**config.mk**
```make
export PLATFORM = sky130hd
export DESIGN_NAME = watchdog_timer_with_reset
export DESIGN_NICKNAME = d
export VERILOG_FILES = /design/src/hdl/wd_pkg.sv /design/src/hdl/watchdog_timer_with_reset.sv /design/src/hdl/wd_sync2.sv /design/src/hdl/wd_startup_delay.sv
export VERILOG_INCLUDE_DIRS = /design/src /design/src/hdl
export SDC_FILE = /design/constraint.sdc
export NUM_CORES = 1
export LEC_CHECK = 0
export ABC_AREA = 1
export BUFFER_PORTS_ARGS = -buffer_cell sky130_fd_sc_hd__buf_2
export CAP_MARGIN = 0
export CORE_UTILIZATION = 52
export CTS_BUF_LIST = sky130_fd_sc_hd__clkbuf_2
export CTS_CLUSTER_DIAMETER = 100
export DETAILED_ROUTE_END_ITERATION = 6
export PLACE_DENSITY_LB_ADDON = 0.3
export SLEW_MARGIN = 5
export SYNTH_ARGS = -nofsm -noshare
export SYNTH_HDL_FRONTEND = slang
export SYNTH_SLANG_ARGS = --single-unit
export TNS_END_PERCENT = 20
```
**constraint.sdc**
```tcl
create_clock -name ref_clk -period 2.85 [get_ports ref_clk]
set_clock_uncertainty 0.05 [all_clocks]
set_input_delay 0.1425 -clock ref_clk [delete_from_list [all_inputs] [get_ports ref_clk]]
set_output_delay 0.1425 -clock ref_clk [all_outputs]
set_load 0.01 [all_outputs]
```
**src/hdl/wd_defs.svh**
```systemverilog
// What this block does
// - Watchdog reset pulse lasts one clock.
// - Pulse falling edge starts start-up delay.
// - Counter advances on separate 128 kHz oscillator.
// - Expiry gives interrupt or reset per mode.
// - Interrupt mode interrupts, never resets, wakes.
// - Reset mode expiry resets the system.
// - Combined mode: interrupt first, then reset.
// - Fuse forces reset enable one, interrupt zero.
// - Protected changes only inside four-cycle window.
// - Time-outs span sixteen milliseconds to eight seconds.
// - Watchdog stays enabled after its own reset.
// - Change-unlock bit self-clears after four cycles.
// - Reset flag forces reset enable to one.
// - Select field: 2048 cycles doubling, codes reserved.
// - Interrupt flag set, cleared by vector/write.
`ifndef WD_DEFS_SVH
`define WD_DEFS_SVH

// ****************************************************************
// Register map
// ****************************************************************
`define WD_CTRL_ADDR    8'h60
`define WD_CAUSE_ADDR   8'h54
`define WD_CTRL_RST     8'h00

// Control register field positions.
`define WD_B_TIF        7
`define WD_B_TIE        6
`define WD_B_SEL3       5
`define WD_B_UNLOCK     4
`define WD_B_RE         3
`define WD_B_SEL_HI     2
`define WD_B_SEL_LO     0
// Reset cause register field position.
`define WD_B_RST_FLAG   3

// ****************************************************************
// Timing
// ****************************************************************
`define WD_UNLOCK_CYCLES 3'd4
`define WD_BASE_CYCLES   2048
`define WD_SEL_MAX       4'h9
`define WD_OSC_KHZ       128
`define WD_TIMEOUT_MIN_MS 16
`define WD_TIMEOUT_MAX_MS 8000
`define WD_CLK_MHZ       20
`define WD_STARTUP_US    4100
`define WD_STARTUP_CYC   (`WD_STARTUP_US * `WD_CLK_MHZ)

`endif

```
**src/hdl/wd_pkg.sv**
```systemverilog
package wd_pkg;

  // ****************************************************************
  // Types
  // ****************************************************************

  // Action taken when the counter expires.
  typedef enum logic [1:0] {
    MODE_STOP    = 2'b00,
    MODE_IRQ     = 2'b01,
    MODE_RST     = 2'b10,
    MODE_IRQ_RST = 2'b11
  } wd_mode_t;

  // One register bus request, valid for one cycle.
  typedef struct packed {
    logic [7:0] addr;
    logic [7:0] wdata;
    logic       wr;
    logic       rd;
  } bus_req_t;

endpackage : wd_pkg

```
**src/hdl/watchdog_timer_with_reset.sv**
```systemverilog
`timescale 1ns/1ps
`include "wd_defs.svh"

// ****************************************************************
// Watchdog timer with system reset
// ****************************************************************
module watchdog_timer_with_reset #(
  parameter int STARTUP_CYCLES = `WD_STARTUP_CYC
) (
  input  wire logic              ref_clk,
  input  wire logic              rst_n,
  input  wire wd_pkg::bus_req_t  bus_req,
  output logic [7:0]             bus_rdata,
  input  wire logic              wd_osc,
  input  wire logic              always_on_fuse,
  input  wire logic              restart_req,
  input  wire logic              irq_vector_ack,
  output logic                   timeout_irq,
  output logic                   sys_reset_pulse,
  output logic                   cpu_hold
);

  // ****************************************************************
  // Declarations
  // ****************************************************************
  logic             osc_s;
  logic             fuse_s;
  logic             osc_d_ff;
  logic [19:0]      cnt_ff;
  logic [3:0]       sel_ff;
  logic             re_ff;
  logic             tie_ff;
  logic             tif_ff;
  logic             reset_flag_ff;
  logic [2:0]       unlock_ff;
  logic             tick;
  logic             re_eff;
  logic             tie_eff;
  logic             window;
  logic             ctrl_wr;
  logic             cause_wr;
  logic             arm;
  logic             prot_wr;
  logic             running;
  logic             expire;
  logic             irq_set;
  logic             wd_rst;
  wd_pkg::wd_mode_t mode;
  logic [7:0]       ctrl_view;

  // ****************************************************************
  // Helpers
  // ****************************************************************

  // Last counter value before expiry for a select code.
  function automatic logic [19:0] last_count(input logic [3:0] sel);
    logic [31:0] full;
    full = (32'(`WD_BASE_CYCLES) << sel) - 32'd1;
    return full[19:0];
  endfunction : last_count

  // ****************************************************************
  // Pin synchronisers
  // ****************************************************************

  // The oscillator and fuse come from outside this clock domain.
  wd_sync2 u_osc_sync (
    .ref_clk (ref_clk),
    .rst_n   (rst_n),
    .d       (wd_osc),
    .q       (osc_s)
  );

  wd_sync2 u_fuse_sync (
    .ref_clk (ref_clk),
    .rst_n   (rst_n),
    .d       (always_on_fuse),
    .q       (fuse_s)
  );

  // ****************************************************************
  // Decode
  // ****************************************************************

  // The reset flag and the fuse force the reset enable; only the fuse masks the interrupt enable.
  assign re_eff   = re_ff | reset_flag_ff | fuse_s;
  assign tie_eff  = tie_ff & ~fuse_s;
  assign mode     = wd_pkg::wd_mode_t'({re_eff, tie_eff});
  assign window   = (unlock_ff != 3'd0);
  assign ctrl_wr  = bus_req.wr & (bus_req.addr == `WD_CTRL_ADDR);
  assign cause_wr = bus_req.wr & (bus_req.addr == `WD_CAUSE_ADDR);
  // Arming needs both the unlock and the reset enable bit written.
  assign arm      = ctrl_wr & bus_req.wdata[`WD_B_UNLOCK] &
                    bus_req.wdata[`WD_B_RE];
  assign prot_wr  = ctrl_wr & window & ~bus_req.wdata[`WD_B_UNLOCK];

  // Expiry is judged on an oscillator edge, never on the fast clock.
  assign tick     = osc_s & ~osc_d_ff;
  assign running  = (mode != wd_pkg::MODE_STOP);
  // Greater-or-equal catches a switch to a shorter time-out.
  assign expire   = tick & running & (cnt_ff >= last_count(sel_ff));

  // Pick the action for this expiry from the active mode.
  always_comb begin
    irq_set = 1'b0;
    wd_rst  = 1'b0;
    unique case (mode)
      wd_pkg::MODE_STOP: begin
        irq_set = 1'b0;
      end
      wd_pkg::MODE_IRQ: begin
        irq_set = expire;
      end
      wd_pkg::MODE_RST: begin
        wd_rst = expire;
      end
      wd_pkg::MODE_IRQ_RST: begin
        irq_set = expire & ~tif_ff;
        wd_rst  = expire & tif_ff;
      end
    endcase
  end

  // ****************************************************************
  // Counter
  // ****************************************************************

  // Delayed oscillator sample for the edge detector.
  always_ff @(posedge ref_clk or negedge rst_n) begin
    if (!rst_n) begin
      osc_d_ff <= 1'b0;
    end else begin
      osc_d_ff <= osc_s;
    end
  end

  // The counter parks at zero while stopped to keep it quiet.
  always_ff @(posedge ref_clk or negedge rst_n) begin
    if (!rst_n) begin
      cnt_ff <= 20'h00000;
    end else if (restart_req | expire | ~running) begin
      cnt_ff <= 20'h00000;
    end else if (tick) begin
      cnt_ff <= cnt_ff + 20'h00001;
    end
  end

  // ****************************************************************
  // Control register
  // ****************************************************************

  // Unlock window: four cycles after the arming write.
  always_ff @(posedge ref_clk or negedge rst_n) begin
    if (!rst_n) begin
      unlock_ff <= 3'd0;
    end else if (wd_rst | prot_wr) begin
      unlock_ff <= 3'd0;
    end else if (arm) begin
      unlock_ff <= `WD_UNLOCK_CYCLES;
    end else if (window) begin
      unlock_ff <= unlock_ff - 3'd1;
    end
  end

  // Reset enable can be set any time but cleared only in the window.
  always_ff @(posedge ref_clk or negedge rst_n) begin
    if (!rst_n) begin
      re_ff <= 1'b0;
    end else if (prot_wr) begin
      re_ff <= bus_req.wdata[`WD_B_RE];
    end else if (ctrl_wr & bus_req.wdata[`WD_B_RE]) begin
      re_ff <= 1'b1;
    end
  end

  // Reserved select codes are dropped so the field stays legal.
  always_ff @(posedge ref_clk or negedge rst_n) begin
    if (!rst_n) begin
      sel_ff <= 4'h0;
    end else if (wd_rst) begin
      sel_ff <= 4'h0;
    end else if (prot_wr) begin
      if ({bus_req.wdata[`WD_B_SEL3],
           bus_req.wdata[`WD_B_SEL_HI:`WD_B_SEL_LO]} <= `WD_SEL_MAX) begin
        sel_ff <= {bus_req.wdata[`WD_B_SEL3],
                   bus_req.wdata[`WD_B_SEL_HI:`WD_B_SEL_LO]};
      end
    end
  end

  // In combined mode the vector drops back to plain reset mode.
  always_ff @(posedge ref_clk or negedge rst_n) begin
    if (!rst_n) begin
      tie_ff <= 1'b0;
    end else if (wd_rst) begin
      tie_ff <= 1'b0;
    end else if (ctrl_wr) begin
      tie_ff <= bus_req.wdata[`WD_B_TIE];
    end else if (irq_vector_ack & re_eff) begin
      tie_ff <= 1'b0;
    end
  end

  // A new time-out beats a clear arriving in the same cycle.
  always_ff @(posedge ref_clk or negedge rst_n) begin
    if (!rst_n) begin
      tif_ff <= 1'b0;
    end else if (irq_set) begin
      tif_ff <= 1'b1;
    end else if (wd_rst | irq_vector_ack |
                 (ctrl_wr & bus_req.wdata[`WD_B_TIF])) begin
      tif_ff <= 1'b0;
    end
  end

  // ****************************************************************
  // Reset cause flag
  // ****************************************************************

  // Only power-on reset or a written zero clears it, so the
  // watchdog comes back enabled after its own reset.
  always_ff @(posedge ref_clk or negedge rst_n) begin
    if (!rst_n) begin
      reset_flag_ff <= 1'b0;
    end else if (wd_rst) begin
      reset_flag_ff <= 1'b1;
    end else if (cause_wr & ~bus_req.wdata[`WD_B_RST_FLAG]) begin
      reset_flag_ff <= 1'b0;
    end
  end

  // ****************************************************************
  // Outputs
  // ****************************************************************

  // One clock of reset per expiry in reset mode, or in combined mode with the interrupt flag already set.
  always_ff @(posedge ref_clk or negedge rst_n) begin
    if (!rst_n) begin
      sys_reset_pulse <= 1'b0;
    end else begin
      sys_reset_pulse <= wd_rst;
    end
  end

  // Level interrupt, also usable as a wake-up request.
  assign timeout_irq = tif_ff & tie_eff;

  assign ctrl_view = {tif_ff, tie_eff, sel_ff[3], window, re_eff,
                      sel_ff[2:0]};

  // Read data stand only in the cycle after the strobe.
  always_ff @(posedge ref_clk or negedge rst_n) begin
    if (!rst_n) begin
      bus_rdata <= `WD_CTRL_RST;
    end else if (bus_req.rd & (bus_req.addr == `WD_CTRL_ADDR)) begin
      bus_rdata <= ctrl_view;
    end else if (bus_req.rd & (bus_req.addr == `WD_CAUSE_ADDR)) begin
      bus_rdata <= {4'h0, reset_flag_ff, 3'b000};
    end else begin
      bus_rdata <= 8'h00;
    end
  end

  wd_startup_delay #(
    .CYCLES (STARTUP_CYCLES)
  ) u_startup (
    .ref_clk   (ref_clk),
    .rst_n     (rst_n),
    .rst_pulse (sys_reset_pulse),
    .cpu_hold  (cpu_hold)
  );
endmodule : watchdog_timer_with_reset

```
**src/hdl/wd_sync2.sv**
```systemverilog
`timescale 1ns/1ps

// ****************************************************************
// Two-stage synchroniser
// ****************************************************************
module wd_sync2 (
  input  wire logic ref_clk,
  input  wire logic rst_n,
  input  wire logic d,
  output logic      q
);

  logic meta_ff;

  // The first stage feeds only the second; nothing else reads it.
  always_ff @(posedge ref_clk or negedge rst_n) begin
    if (!rst_n) begin
      meta_ff <= 1'b0;
      q       <= 1'b0;
    end else begin
      meta_ff <= d;
      q       <= meta_ff;
    end
  end

endmodule : wd_sync2

```
**src/hdl/wd_startup_delay.sv**
```systemverilog
`timescale 1ns/1ps
`include "wd_defs.svh"

// ****************************************************************
// Start-up delay counter
// ****************************************************************
module wd_startup_delay #(
  parameter int CYCLES = `WD_STARTUP_CYC
) (
  input  wire logic ref_clk,
  input  wire logic rst_n,
  input  wire logic rst_pulse,
  output logic      cpu_hold
);

  logic        pulse_d_ff;
  logic [23:0] left_ff;
  logic        fall;

  assign fall = pulse_d_ff & ~rst_pulse;

  // Remember the pulse to find its falling edge.
  always_ff @(posedge ref_clk or negedge rst_n) begin
    if (!rst_n) begin
      pulse_d_ff <= 1'b0;
    end else begin
      pulse_d_ff <= rst_pulse;
    end
  end

  // The delay is counted from the falling edge, not the rising one.
  always_ff @(posedge ref_clk or negedge rst_n) begin
    if (!rst_n) begin
      left_ff <= 24'h000000;
    end else if (fall) begin
      left_ff <= 24'(CYCLES);
    end else if (left_ff != 24'h000000) begin
      left_ff <= left_ff - 24'h000001;
    end
  end

  // Hold the core from the pulse until the delay has run out.
  always_ff @(posedge ref_clk or negedge rst_n) begin
    if (!rst_n) begin
      cpu_hold <= 1'b0;
    end else begin
      cpu_hold <= rst_pulse | fall | (left_ff > 24'h000001);
    end
  end
endmodule : wd_startup_delay

```
---- Word-level counts from Yosys, hierarchy flattened ----
Cells that the tools add are included.
cells by class
  add/sub/neg operators ................... 4
  order comparisons ....................... 3
  eq/ne operators ......................... 5
  shift-type cells ........................ 1
  multiplexer cells ....................... 23
  bitwise gates (word level) .............. 36
  reductions and logical operators ........ 13
operators with widths
  cell                                                                              number
  24-bit 2-to-1 mux                                                                 2
  20-bit 2-to-1 mux                                                                 2
  24-bit by 1-bit greater-than comparator with 1-bit output, second input constant  1
  24-bit nonzero test                                                               1
  24-bit by 1-bit subtractor with 24-bit output, second input constant              1
  20-bit by 1-bit adder with 20-bit output, second input constant                   1
  1-bit AND                                                                         20
  20-bit greater-or-equal comparator                                                1
  12-bit by 4-bit left shift with 20-bit output, first input constant               1
  20-bit by 1-bit subtractor with 20-bit output, second input constant              1
  8-bit by 7-bit equality test with 1-bit output, second input constant             2
  4-bit 2-to-1 mux                                                                  4
  2-bit nonzero test                                                                8
  1-bit 2-to-1 mux                                                                  9
  3-bit 2-to-1 mux                                                                  3
  1-bit bitwise OR                                                                  9
  3-bit nonzero test                                                                3
  8-bit 2-to-1 mux                                                                  1
  1-bit NOT                                                                         7
  2-bit equality test, second input constant                                        2
  4-bit less-or-equal comparator, second input constant                             1
  1-bit one-hot mux with 2 select lines                                             2
  3-bit by 1-bit subtractor with 3-bit output, second input constant                1
  2-bit by 1-bit equality test with 1-bit output, second input constant             1
  2-bit AND reduction                                                               1
storage, ports and cells
  bits in registers ....................... 71
  input bits .............................. 24
  output and inout bits ................... 11
  logic and storage cells ................. 102

---- Longest topological paths before layout ----
  depth in word-level cells ............... 11
  depth in mapped cells ................... 18
  gate-level depth less buffers ........... 17

---- Modules after synthesis ----
From an unflattened synthesis, not the netlist that was laid out.
unflattened totals
  cell total of the unflattened synthesis .. 561
  area total of the unflattened synthesis .. 4385.5 um^2
modules (own cells, without submodules)
  module                     times used  cells an instance  area each (um^2)  seq. area each (um^2)
  watchdog_timer_with_reset  1           333                2582.5            1026.0
  wd_startup_delay           1           224                1702.9            650.6
  wd_sync2                   2           2                  50.0              50.0

---- Least setup slack after synthesis ----
OpenSTA, ideal clock, no wires.
  kind .................................... register -> register
  start point ............................. register sel_ff[1]
  end point ............................... register sel_ff[1]
  library setup time ...................... 0.124 ns
  data arrival time ....................... 2.280 ns
  data required time ...................... 2.676 ns
  slack ................................... 0.396 ns
  cell stages (with the launch flop) ...... 19
  period minus slack after synthesis ...... 2.454 ns
  cell sequence ........................... dfrtp_1 inv_1 nand2_1 nor3_1 inv_1 ha_1 nand2_1 mux2i_1 ha_1 nand2_1 nor2_2 nand2_1 nor2_4 nand2_2 nand3_4 nand3_4 buf_6 o211ai_1 nand2_1
between the ends
  longest elaborated chain between the ends .. 8
  elaborated cells between the ends (all ways) .. 10
RTL lines
  what                                             line                              source
  start, declared                                  watchdog_timer_with_reset.sv:30   logic [3:0] sel_ff;
  start signal, assigned                           watchdog_timer_with_reset.sv:185  sel_ff <= {bus_req.wdata[`WD_B_SEL3],
  12-bit by 4-bit left shift with 20-bit output *  watchdog_timer_with_reset.sv:58   full = (32'(`WD_BASE_CYCLES) << sel) - 32'd1;
  20-bit by 1-bit subtractor with 20-bit output *  watchdog_timer_with_reset.sv:58
  20-bit greater-or-equal comparator *             watchdog_timer_with_reset.sv:101  assign expire = tick & running & (cnt_ff >= last_count(sel_ff));
  1-bit AND *                                      watchdog_timer_with_reset.sv:101
  1-bit AND                                        watchdog_timer_with_reset.sv:119  wd_rst = expire & tif_ff;
  1-bit one-hot mux with 2 select lines *          watchdog_timer_with_reset.sv:107  unique case (mode)
  2-bit nonzero test (no source line)              --
  2-bit AND reduction (no source line)             --
Every way passes the cells marked *; elsewhere a longest branch is shown, timed or not.
A chain may end at the register's enable or synchronous reset.

---- Final worst setup path ----
  start point ............................. register sel_ff[0]
  end point ............................... register sel_ff[3]
Same word-level chain as after synthesis.

==> results.cfg <==
[status]
outcome = finished clean

[finish]
nets = 657
final_core_util_pct = 63.0
antenna_cells = 0
drive_above_1_share_pct = 18.0
num-fill-cells = 681
area_growth_pct = 16.3

[yosys]
ys_warn_count = 0
synth_ff_type = dfrtp_1
syn_inst = 552
yosysSeqAreaShare_pct = 42.0
ys_types = 40
async_flop_share_pct = 100
syn_avg_cell_area_sq_um = 7.66
synth_edf_count = 0
yosysMostFrequentCell = nand2_1
synth_top_area_share_pct = 42.0
synth_commonest_cells = nand2_1, nor2_1, dfrtp_1
synth_area_leaders = dfrtp_1, nand2_1, nor2_1
syn_area_sq_um = 4230
synth_nets = 591
ys_ff_latch = 71
synth.largest_area_cell = dfrtp_1

[detailed_routing]
ant_nets = 0
post_drt_via_cell_ratio = 5.26
wl_um = 9650
drt_iter0_drc = 216
route.detailed.wl_per_inst_um = 13.3
vias = 3813
drt_first_pass_iters = 5
post-route-drc-count = 0

[critical_path]
start_kind = flop
cp.required_ns = 3.23
crit_top_cell = nand2_2
cp.arrival_ns = 3.08
crit_chain = inv_2, nand2_4, nor3_4, inv_1, ha_2, nand2_2, mux2i_1, ha_1, nand2_1, nor2_2, nand2_2, nor2_4, nand2_2, nand3_4, nand3_4, buf_6, o211ai_1, nand2_1
max_stage_delay_ns = 0.45
crit_fanout = 8
slowest_stage = dfrtp_1
crit_type = reg -> reg
critPathCaptureType = flop

[grt]
grt_util_all_layers_pct = 24.2
grt_pass1_vias = 3578
gr-total-overflow = 0
antenna_found_initial = 0
grt_pass1_wl_um = 16200
grt_max_degree = 35

[timing]
slew_headroom_pct = 56.5
finalMaxSlewViolations = 0
final.min_clock_period_ns = 2.70
fmax_mhz = 370
post-route-period-util_pct = 94.9
hold_viol = 0
worst_pin_slew_ns = 0.647
setup_viol = 0

[floorplanning]
rows = 32
design.core.area_sq_um = 7810
die_y_um = 92.2
fp.dieW_um = 92.2
die-area_sq_um = 8500
io_pins = 35
start_util_pct = 54.2

[power_and_ir_drop]
max-vdd-ir-drop_v = 0.000360
p_leak_nw = 2.70
power.total_mw = 1.92
power_density_nw_per_um2 = 391

[clocking]
clock-sinks = 71
cts_buffers = 9
htreeDepth = 3
clk_path_buf_depth = 2
tritoncts = built
cts.reportedPaths.clkPinSlew_ns = 0.20
cts_root_buffer = clkbuf_2
clk_latency_ns = 0.51

[place]
dpl.hpwl_um = 6800
gp_congestion = 0.898
io_buffer_count = 34

[job]
drv_cap = 0

[worst_hold_path]
min_path_type = in -> reg
-- what timing repair did --
item | 4_1_cts | 5_1_grt
hold endpoints to repair | 89 | 0
setup endpoints to repair | 1 | 31
buffers inserted | 0 | 7
hold buffers | 18 | 0
resized for setup | 1 | 19
pin swaps | 0 | 7
-- sequential cells by signal, summed over array words and instances (netlist names), 3 cells and up --
signal	cells
unlock_ff	3
u_startup.left_ff	24
bus_rdata	8
sel_ff	4
cnt_ff	20
-- final timing paths --
path / from / endpoint / slack, ns / depth (start not counted)
worst max-delay path: sel_ff[0]$_DFFE_PN0P_ / sel_ff[3]$_DFFE_PN0P_ / 0.15 / 18
worst min-delay path: bus_req[10] / unlock_ff[2]$_DFFE_PN0P_ / 0.09 / 8
min in group asynchronous: rst_n / u_startup.left_ff[19]$_DFFE_PN0P_ / 0.12 / 3
worst min register to register: u_fuse_sync.meta_ff$_DFF_PN0_ / u_fuse_sync.q$_DFF_PN0_ / 0.34 / 0
max in group asynchronous: rst_n / u_startup.cpu_hold$_DFF_PN0_ / 1.66 / 3
worst max register to register: sel_ff[0]$_DFFE_PN0P_ / sel_ff[3]$_DFFE_PN0P_ / 0.15 / 18
-- report_power, final --
group	leakage, nW	internal [mW]	switching (mW)
sequential	0.967	1.04	0.0241
clock	0.0683	0.203	0.376
combinational	1.66	0.109	0.167
total	2.70	1.36	0.567
-- metrics by stage --
step / instances / setup WS, ns / cell area (sq um) / hold slack, ns / setup TNS [ns]
floorplan: 552 / 0.396 / 4230 / -0.203 / 0
global placement: 684 / 0.192 / 4500 / 0.0232 / 0
detailed placement: 684 / 0.0298 / 4500 / 0.0286 / 0
CTS: 718 / 0.0696 / 4800 / 0.0421 / 0
global route: 725 / -0.0308 / 4920 / 0.0858 / -0.110
finish: 725 / 0.147 / 4920 / 0.0893 / 0
-- worst max-delay path, delay by kind of cell (launching register included) --
kind,cells,cell delay [ns]
buffers and inverters,3,0.34
DFF,1,0.45
muxes,1,0.08
and+or+nand+nor,11,1.11
AOI/OAI and AO/OA,1,0.08
adders and majority gates,2,0.51
-- layout make-up --
type | count | area [sq um] | area share (%)
well taps | 102 | 128 | 2.59
inverters | 75 | 282 | 5.72
repair buffers | 62 | 433 | 8.80
clock inverters | 7 | 72.6 | 1.48
flip-flops and latches | 71 | 1780 | 36.1
multi-input cells | 399 | 2180 | 44.4
clock buffers | 9 | 45.0 | 0.916
-- kinds of logic after synthesis --
family          Yosys count  synth area share [%]
simple gates            318                  34.9
buf+inv                  82                  7.90
flops                    71                  42.0
compound gates           45                  6.33
xor+xnor                 20                  4.14
fa+ha+maj                15                  4.44
mux                       1                 0.237
-- metal layers --
| layer | track usage, % | vias to the layer above | wire (um) |
|---|---|---|---|
| met5 | 0 | - | 0 |
| met2 | 41.4 | 89 | 4790 |
| li1 | - | 1910 | - |
| met1 | 31.2 | 1805 | 4390 |
| met4 | 8.33 | 0 | 116 |
| met3 | 3.98 | 9 | 342 |
-- cells in the final DEF (no fill, tap or decap), types with 3 or more instances in the layout --
| cell type | n |
|---|---|
| a21oi_1 | 13 |
| buf_2 | 34 |
| buf_4 | 8 |
| clkbuf_2 | 9 |
| dfrtp_1 | 71 |
| dlygate4sd3_1 | 18 |
| ha_1 | 14 |
| inv_1 | 64 |
| inv_2 | 11 |
| nand2_1 | 125 |
| nand2_2 | 5 |
| nand3_1 | 31 |
| nand3_2 | 4 |
| nand4_1 | 21 |
| nor2_1 | 90 |
| nor2_2 | 10 |
| nor2_4 | 3 |
| nor3_1 | 10 |
| nor3_2 | 4 |
| o211ai_1 | 5 |
| o21ai_0 | 15 |
| xnor2_1 | 4 |
| xor2_1 | 16 |
Power figures use the tool's default switching activity.
